==> src/include/efc_params.svh <==
/*
 * Constants of the embedded flash controller: register offsets, field
 * positions, reset values and operation lengths in microseconds.
 * Assumes inclusion by bare name from the controller's design file.
 */
`ifndef EFC_PARAMS_SVH
`define EFC_PARAMS_SVH

// =====================================================================
// Register byte offsets
`define EFC_OFF_ADDR      12'h000
`define EFC_OFF_DATA      12'h004
`define EFC_OFF_CTRL      12'h008
`define EFC_OFF_RDEN      12'h130
`define EFC_OFF_PGEN      12'h134
`define EFC_OFF_USEC      12'h140
`define EFC_OFF_STAT      12'h144

// =====================================================================
// Control register fields and key
`define EFC_KEY           16'ha442
`define EFC_BIT_WRITE     0
`define EFC_BIT_ERASE     1
`define EFC_BIT_MASS      2
`define EFC_BIT_COMMIT    3
`define EFC_DEBUG_ADDR    16'h0900
`define EFC_DEBUG_ON      2'h2

// =====================================================================
// Reset values
`define EFC_USEC_RST      8'h31
`define EFC_RDEN_RST      32'hbfffffff
`define EFC_PGEN_RST      32'hffffffff

// =====================================================================
// Operation lengths in microseconds
`define EFC_PROG_US       18'd50
`define EFC_ERASE_US      18'd25000
`define EFC_MASS_US       18'd200000
`define EFC_COMMIT_US     18'd100

`endif

==> src/include/efc_pkg.sv <==
/*
 * Types shared by the embedded flash controller.
 * Assumes nothing of its surroundings.
 */
`default_nettype none

package efc_pkg;
    // =================================================================
    // Sequencer states, one-hot
    typedef enum logic [1:0] {
        EFC_IDLE = 2'b01,
        EFC_BUSY = 2'b10
    } efc_state_t;
endpackage

`default_nettype wire

==> src/rtl/efc_top.sv <==
/*
 * Embedded flash controller: Wishbone register slave, per-block
 * protection, microsecond-timed program, erase and commit sequencing.
 * Assumes the array holds the committed protection words on nv_*_i and
 * stores nv_data_o when a commit ends; data reads come one per cycle.
 */
// Our own choices: the Wishbone register port and the placing of the registers.
// Operation
// - Time operations from cycles-per-microsecond minus one
// - Reload resets to fastest-clock safe value
// - Two 32-bit vectors, one bit per block
// - Program-enable clear refuses any block change
// - Read-enable clear still allows instruction fetch
// - Protected program or erase is suppressed
// - Protected data read returns zero, flags
// - Factory state: all protection bits set; read-enable bit 30 resets clear (debug field 0x2)
// - Protection writes temporary until committed
// - Address bit 0 selects committed vector
// - Commit bit starts nonvolatile write
// - Address 0x900 commits debug field, cleared bits
// - Debug field 0x2 enables debug port
// - Committed debug setting acts after power-up
// - Only debug port blocked, test port stays
// - Page erase via address then control
// - Mass erase via control, bit stays set
// - Operation bit reads one while pending
`timescale 1ns/1ps
`default_nettype none
`include "efc_params.svh"

module efc_top (
    input  wire logic              clk_i,
    input  wire logic              rst_i,
    input  wire logic              cyc_i,
    input  wire logic              stb_i,
    input  wire logic              we_i,
    input  wire logic [11:0]       adr_i,
    input  wire logic [3:0]        sel_i,
    input  wire logic [31:0]       dat_i,
    output logic      [31:0]       dat_o,
    output logic                   ack_o,
    input  wire logic [31:0]       nv_rden_i,
    input  wire logic [31:0]       nv_pgen_i,
    input  wire logic              data_req_i,
    input  wire logic              data_fetch_i,
    input  wire logic [15:0]       data_addr_i,
    input  wire logic [31:0]       array_rdata_i,
    output logic      [31:0]       data_rdata_o,
    output logic                   data_valid_o,
    output logic      [3:0]        flash_op_o,
    output logic      [15:0]       flash_addr_o,
    output logic      [31:0]       flash_wdata_o,
    output logic                   nv_sel_pgen_o,
    output logic      [31:0]       nv_data_o,
    output logic                   debug_port_enable_o,
    output efc_pkg::efc_state_t    state_o
);
    import efc_pkg::*;

    // =================================================================
    // State
    logic [15:0] flash_target_address, next_addr;
    logic [31:0] flash_write_data, next_data;
    logic [3:0]  op, next_op;
    logic [31:0] read_enable_bits, next_rden;
    logic [31:0] program_enable_bits, next_pgen;
    logic [7:0]  microsecond_reload, next_reload;
    logic [7:0]  us_cnt, next_us_cnt;
    logic [17:0] us_left, next_us_left;
    logic [1:0]  viol, next_viol;
    logic [31:0] next_dat, next_rdata, next_nv;
    logic        next_ack, next_valid, next_sel, next_debug_port;
    efc_state_t  state, next_state;
    logic        req, wr, start, allowed, key_ok;
    logic [31:0] wmask;
    logic [4:0]  blk;

    assign req = cyc_i && stb_i && !ack_o;
    assign wr = req && we_i;
    assign wmask = {{8{sel_i[3]}}, {8{sel_i[2]}}, {8{sel_i[1]}}, {8{sel_i[0]}}};
    assign blk = flash_target_address[15:11];
    assign key_ok = (dat_i[31:16] == `EFC_KEY) && (sel_i == 4'hf);
    // Start only when idle with the key and a nonzero operation bit
    assign start = wr && (adr_i == `EFC_OFF_CTRL) && key_ok
                   && (state == EFC_IDLE) && (dat_i[3:0] != 4'h0);
    // Program and erase need the block enabled, mass erase needs all
    always_comb begin
        if (dat_i[`EFC_BIT_COMMIT])
            allowed = 1'b1;
        else if (dat_i[`EFC_BIT_MASS])
            allowed = &program_enable_bits;
        else
            allowed = program_enable_bits[blk];
    end

    // =================================================================
    // Next values of registers, sequencer and read path
    always_comb begin
        next_addr = flash_target_address;
        next_data = flash_write_data;
        next_op = op;
        next_rden = read_enable_bits;
        next_pgen = program_enable_bits;
        next_reload = microsecond_reload;
        next_us_cnt = us_cnt;
        next_us_left = us_left;
        next_viol = viol;
        next_state = state;
        next_sel = nv_sel_pgen_o;
        next_nv = nv_data_o;
        next_debug_port = debug_port_enable_o;
        next_ack = req;
        next_dat = 32'h0;
        next_valid = data_req_i;
        next_rdata = 32'h0;

        // Register writes; protection bits committed at zero stay zero
        if (wr) begin
            case (adr_i)
                `EFC_OFF_ADDR: next_addr = (flash_target_address & ~wmask[15:0])
                                          | (dat_i[15:0] & wmask[15:0]);
                `EFC_OFF_DATA: next_data = (flash_write_data & ~wmask) | (dat_i & wmask);
                `EFC_OFF_RDEN: next_rden = ((read_enable_bits & ~wmask)
                                           | (dat_i & wmask)) & nv_rden_i;
                `EFC_OFF_PGEN: next_pgen = ((program_enable_bits & ~wmask)
                                           | (dat_i & wmask)) & nv_pgen_i;
                `EFC_OFF_USEC: if (sel_i[0]) next_reload = dat_i[7:0];
                `EFC_OFF_STAT: next_viol = viol & ~dat_i[1:0];
                default: ;
            endcase
        end

        // Register reads; unmapped offsets read zero and still ack
        if (req && !we_i) begin
            case (adr_i)
                `EFC_OFF_ADDR: next_dat = {16'h0, flash_target_address};
                `EFC_OFF_DATA: next_dat = flash_write_data;
                `EFC_OFF_CTRL: next_dat = {28'h0, op};
                `EFC_OFF_RDEN: next_dat = read_enable_bits;
                `EFC_OFF_PGEN: next_dat = program_enable_bits;
                `EFC_OFF_USEC: next_dat = {24'h0, microsecond_reload};
                `EFC_OFF_STAT: next_dat = {30'h0, viol};
                default: next_dat = 32'h0;
            endcase
        end

        // Sequencer; a single set bit is expected, commit ranks first
        case (state)
            EFC_IDLE: begin
                if (start && !allowed) begin
                    next_viol[0] = 1'b1;
                end else if (start) begin
                    next_state = EFC_BUSY;
                    next_us_cnt = microsecond_reload;
                    if (dat_i[`EFC_BIT_COMMIT]) begin
                        next_op = 4'h8;
                        next_us_left = `EFC_COMMIT_US;
                        next_sel = flash_target_address[0];
                        if (flash_target_address == `EFC_DEBUG_ADDR) begin
                            next_sel = 1'b0;
                            next_nv = {read_enable_bits[31:30],
                                       nv_rden_i[29:0] & read_enable_bits[29:0]};
                        end else if (flash_target_address[0])
                            next_nv = program_enable_bits;
                        else
                            next_nv = {nv_rden_i[31:30], read_enable_bits[29:0]};
                    end else if (dat_i[`EFC_BIT_MASS]) begin
                        next_op = 4'h4;
                        next_us_left = `EFC_MASS_US;
                    end else if (dat_i[`EFC_BIT_ERASE]) begin
                        next_op = 4'h2;
                        next_us_left = `EFC_ERASE_US;
                    end else begin
                        next_op = 4'h1;
                        next_us_left = `EFC_PROG_US;
                    end
                end
            end
            EFC_BUSY: begin
                // Reload plus one cycles make one microsecond
                if (us_cnt == 8'h0) begin
                    next_us_cnt = microsecond_reload;
                    next_us_left = us_left - 18'd1;
                    if (us_left == 18'd1) begin
                        next_state = EFC_IDLE;
                        next_op = 4'h0;
                    end
                end else
                    next_us_cnt = us_cnt - 8'd1;
            end
            default: next_state = EFC_IDLE;
        endcase

        // Data reads of a read-protected block give zero; fetch passes
        if (data_req_i && !data_fetch_i && !read_enable_bits[data_addr_i[15:11]]) begin
            next_rdata = 32'h0;
            next_viol[1] = 1'b1;
        end else if (data_req_i)
            next_rdata = array_rdata_i;

        // Status bits: a new event beats a same-cycle clear
        if (start && !allowed)
            next_viol[0] = 1'b1;

        // Reset: working bits restored from committed ones
        if (rst_i) begin
            next_addr = 16'h0;
            next_data = 32'h0;
            next_op = 4'h0;
            next_rden = nv_rden_i;
            next_pgen = nv_pgen_i;
            next_reload = `EFC_USEC_RST;
            next_us_cnt = 8'h0;
            next_us_left = 18'h0;
            next_viol = 2'h0;
            next_state = EFC_IDLE;
            next_sel = 1'b0;
            next_nv = 32'h0;
            next_ack = 1'b0;
            next_dat = 32'h0;
            next_valid = 1'b0;
            next_rdata = 32'h0;
            // Debug port only; test access port is not gated here
            next_debug_port = (nv_rden_i[31:30] == `EFC_DEBUG_ON);
        end
    end

    // =================================================================
    // Registers
    always_ff @(posedge clk_i) begin
        flash_target_address <= next_addr;
        flash_write_data <= next_data;
        op <= next_op;
        read_enable_bits <= next_rden;
        program_enable_bits <= next_pgen;
        microsecond_reload <= next_reload;
        us_cnt <= next_us_cnt;
        us_left <= next_us_left;
        viol <= next_viol;
        state <= next_state;
        nv_sel_pgen_o <= next_sel;
        nv_data_o <= next_nv;
        debug_port_enable_o <= next_debug_port;
        ack_o <= next_ack;
        dat_o <= next_dat;
        data_valid_o <= next_valid;
        data_rdata_o <= next_rdata;
        flash_op_o <= next_op;
        flash_addr_o <= next_addr;
        flash_wdata_o <= next_data;
        state_o <= next_state;
    end
endmodule // efc_top

`default_nettype wire

==> config.mk <==
export PLATFORM = sky130hd
export DESIGN_NAME = efc_top
export DESIGN_NICKNAME = d
export VERILOG_FILES = /design/src/include/efc_pkg.sv /design/src/rtl/efc_top.sv
export VERILOG_INCLUDE_DIRS = /design/src /design/src/include
export SDC_FILE = /design/constraint.sdc
export NUM_CORES = 1
export LEC_CHECK = 0
export ABC_AREA = 1
export BUFFER_PORTS_ARGS = -buffer_cell sky130_fd_sc_hd__buf_2
export CAP_MARGIN = 40
export CORE_UTILIZATION = 58
export DETAILED_ROUTE_END_ITERATION = 10
export GPL_TIMING_DRIVEN = 0
export PLACE_DENSITY_LB_ADDON = 0.15
export SYNTH_ARGS = -nofsm -noshare
export SYNTH_HDL_FRONTEND = slang
export SYNTH_SLANG_ARGS = --single-unit
export TNS_END_PERCENT = 30
==> constraint.sdc <==
create_clock -name clk_i -period 10.95 [get_ports clk_i]
set_input_delay 2.19 -clock clk_i [delete_from_list [all_inputs] [get_ports clk_i]]
set_output_delay 2.19 -clock clk_i [all_outputs]
set_load 0.1 [all_outputs]
==> results.md <==
* Status: complete, no violations
* Post-synth EDFFs at 65
* Root buf cell: clkbuf_16
* Simple-gate share of the synthesized area at 21.97%
* Hold path depth at 2
* Hold Path Sink: nv_data_o[30]
* Critical Path Fanout Max at 17
* Final sum of negative setup slack at 0 ns
* I/O pin count at 321
* Min Tclk post-route at between 4 and 5 ns
* Final worst-path cycle share at 39.72%
* DR pass1 iterations at 6
* Max-cap violations at 0
* Tightest hold margin at between 0.4 and 0.5 ns
* Critical Path Max Stage Delay at between 0.7 and 0.8 ns
* First-pass GRT wire length at 70550 um
* WL final at 47750 um
* Area fraction in compound gates after synthesis at 20.81%
* Remaining DRCs at 0
* DP Area at 14400 sq um
* Initial antenna violation count at 0
* #FFs+latches synth at roughly 250
* Total Routing Usage GR at 42.54%
* Clock Skews at between 0.01 and 0.015 ns
* Synth cell types at 52
* Vias in the first global route at ~12000
* Crit path launch: adr_i[11]
* CP Launch Type: input pin
* Fillers at 1745
* Area Overhead vs Synth at 22.91%
* WS Path Type: input pin to flop
* Post-CTS Repair Setup Buffers at 0
* Post-synthesis sequential area ratio at between 40% and 50%
* Post-Synth XOR/XNOR Area at less than 1%
* Slew margin rel. at approximately two fifths
* Place WS at 6.134 ns
* Worst-margin pin slew at 0.8850 ns
* Cells after Synth at 1649
* Worst R2R Setup Slack at 8.24 ns
* Slew Limit Fails at 0
* HP Start: nv_data_o[30]
* Largest family of logic cells by synthesized area: simple AND/OR/NAND/NOR gates
* Worst hold path type: flop to flop
* # setup viols final at 0
* Clock sink count at 254
* CTS Buf Count at 27
* Hold Buf Count CTS at 0
* Die H at 148.4 um
* Peak Freq at 229.9 MHz
* Count leader, synth: nand2_1
* Crit path top cell by count: nor2_1
* CTS tree: done
* FP Rows at 53
* R2R Path End: nv_data_o[24]
* Worst-Skew Late Latency at ~0.54 ns
* Required time of the critical path at about 11 ns
* Die Wd at around 150 um
* Initial Utilization at 59.14%
* RSZ-0062 raised after global routing: no
* Vias at ~14000
* Port buffer count at 306
* Crit path buf inv count at 3
* Clock slew at reported path FFs at roughly 0.060 ns
* First DRT Iteration DRCs at roughly 1600
* Kind of cell adding the most delay to the critical path: simple AND/OR/NAND/NOR gates
* Die area at about 22000 sq um
* Critical path capture point type: flop
* Tot Pwr at 2.143 mW
* Largest net degree at the start of global routing at 18
* CP max-delay cell: o21ai_4
* Final Instance Area at ~15000 sq um
* Remaining antenna violation count after routing at 0
* Synthesis warning total at 0
* RD Place Congestion at 1.009
* Ys async rst share at 0%
* H-tree Lvls at 1
* Final hold violations at 0
* Predominant post-synthesis flop cell: dfxtp_1
* Synth top area share at 30.43%
* Share of cells above drive strength 1 at between 20% and 30%
* Area occupied by multi-input gates at 5497 sq um
* Worst path cell trace: buf_2 > nor2_1 > nand3_1 > nor2_1 > nand2_1 > clkbuf_1 > o21ai_4 > buf_16
* VDD IR max at about 0.13 mV
* WP data arrival at 4.59 ns
* Wire per inst at approximately 21 um
* Synth area leaders: dfxtp_1 30%, edfxtp_1 16%, nand2_1 8.3%, nor2_1 6.9%, o21ai_0 6.7%
* Mean post-synth cell area at 7.539 sq um
* # resized after CTS at 0
* Adder-cell area share of the yosys netlist at less than 1%
* Core area at 21020 sq um
* Via density at 5.979
* Storage cell area at 5736 sq um
* Nets at 2158
* PwrDens at 140.2 nW/um^2
* Mapped cell area at 12430 sq um
* Final worst slack at 6.601 ns
* Multiplexer share of the synthesized area at 0%
* Longest Clk Path Bufs at 3
* Worst r2r path cells at 8
* Detailed Place HPWL at around 36000 um
* GRT overflow at 0
* Post-synth top cells: 274 x nand2_1, 230 x nor2_1, 192 x inv_1
* Post-synth top area cell: dfxtp_1
* Leakage at 7.132 nW
* Net count after synthesis at between 1500 and 2000
report_power, final:
group          internal (mW)  leakage (nW)  switching, mW
combinational         0.0611          4.52          0.151
sequential             0.989          2.18         0.0251
clock                  0.531         0.435          0.385
total                   1.58          7.13          0.561
worst max-delay path by stage:
stage,to,slack [ns],cells after the start
after floorplan,read_enable_bits[0],5.18,6
after global placement,read_enable_bits[23],2.86,7
after detailed placement,read_enable_bits[11],6.13,8
after CTS,read_enable_bits[9],6.69,8
after global routing,read_enable_bits[9],6.48,8
final,read_enable_bits[9],6.60,8
cell usage in the layout, fill, tap and decap left out, types with 4 or more instances in the layout:
master,instances
clkbuf_16,29
clkbuf_8,7
inv_2,9
nor4_1,5
ha_1,4
clkbuf_1,52
dfxtp_1,189
nand3_1,61
o22ai_1,29
a221oi_1,12
nor3_1,8
buf_2,325
o21ai_0,164
buf_1,5
a21boi_0,23
buf_4,5
a31oi_1,15
xor2_1,10
a21oi_1,155
o211ai_1,5
nand4_1,33
inv_1,192
nor2_1,230
o21a_1,22
nand2_1,274
o21ai_1,8
buf_6,13
edfxtp_1,65
a211oi_1,6
per-stage QoR:
step / instances / util [%]
5_1_grt: 2282 / 72.67
2_1_floorplan: 1649 / -
4_1_cts: 2282 / 72.67
6_report: 2283 / 72.69
3_3_place_gp: 2230 / 68.06
3_5_place_dp: 2233 / 68.48
kinds of logic after synthesis:
kind of cell / after synthesis
xor gates and xnor gates: 12
adders and majority gates: 4
and+or+nand+nor: 635
buffers and inverters: 289
AOI/OAI and AO/OA: 455
DFF: 254
metal layers:
metal	vias to the layer above	GRT usage, %	share of wire, %
li1	6189	-	-
met1	6057	54.79	36
met2	1189	65.59	42
met3	214	11.17	15
met4	0	22.32	5.9
met5	-	0	0
worst register-to-register path, cell delays in order (launching register included):
cell and delay, ns:
dfxtp_1 0.60, inv_1 0.32, nand4_1 0.18, nor2_1 0.08
nand2_1 0.16, clkinv_1 0.32, clkbuf_1 0.40, o21ai_0 0.42
a21oi_1 0.11
area by class of cell:
class | instances | share of cell area, %
Buffer | 84 | 2.932
Antenna cell | 1 | 0.01638
Sequential cell | 254 | 37.54
Timing Repair Buffer | 309 | 10.46
Inverter | 205 | 5.069
Clock buffer | 45 | 5.601
Tap cell | 275 | 2.252
Clock inverter | 4 | 0.1638
Multi-Input combinational cell | 1106 | 35.97
No activity file was read; power rests on OpenSTA's default activity.
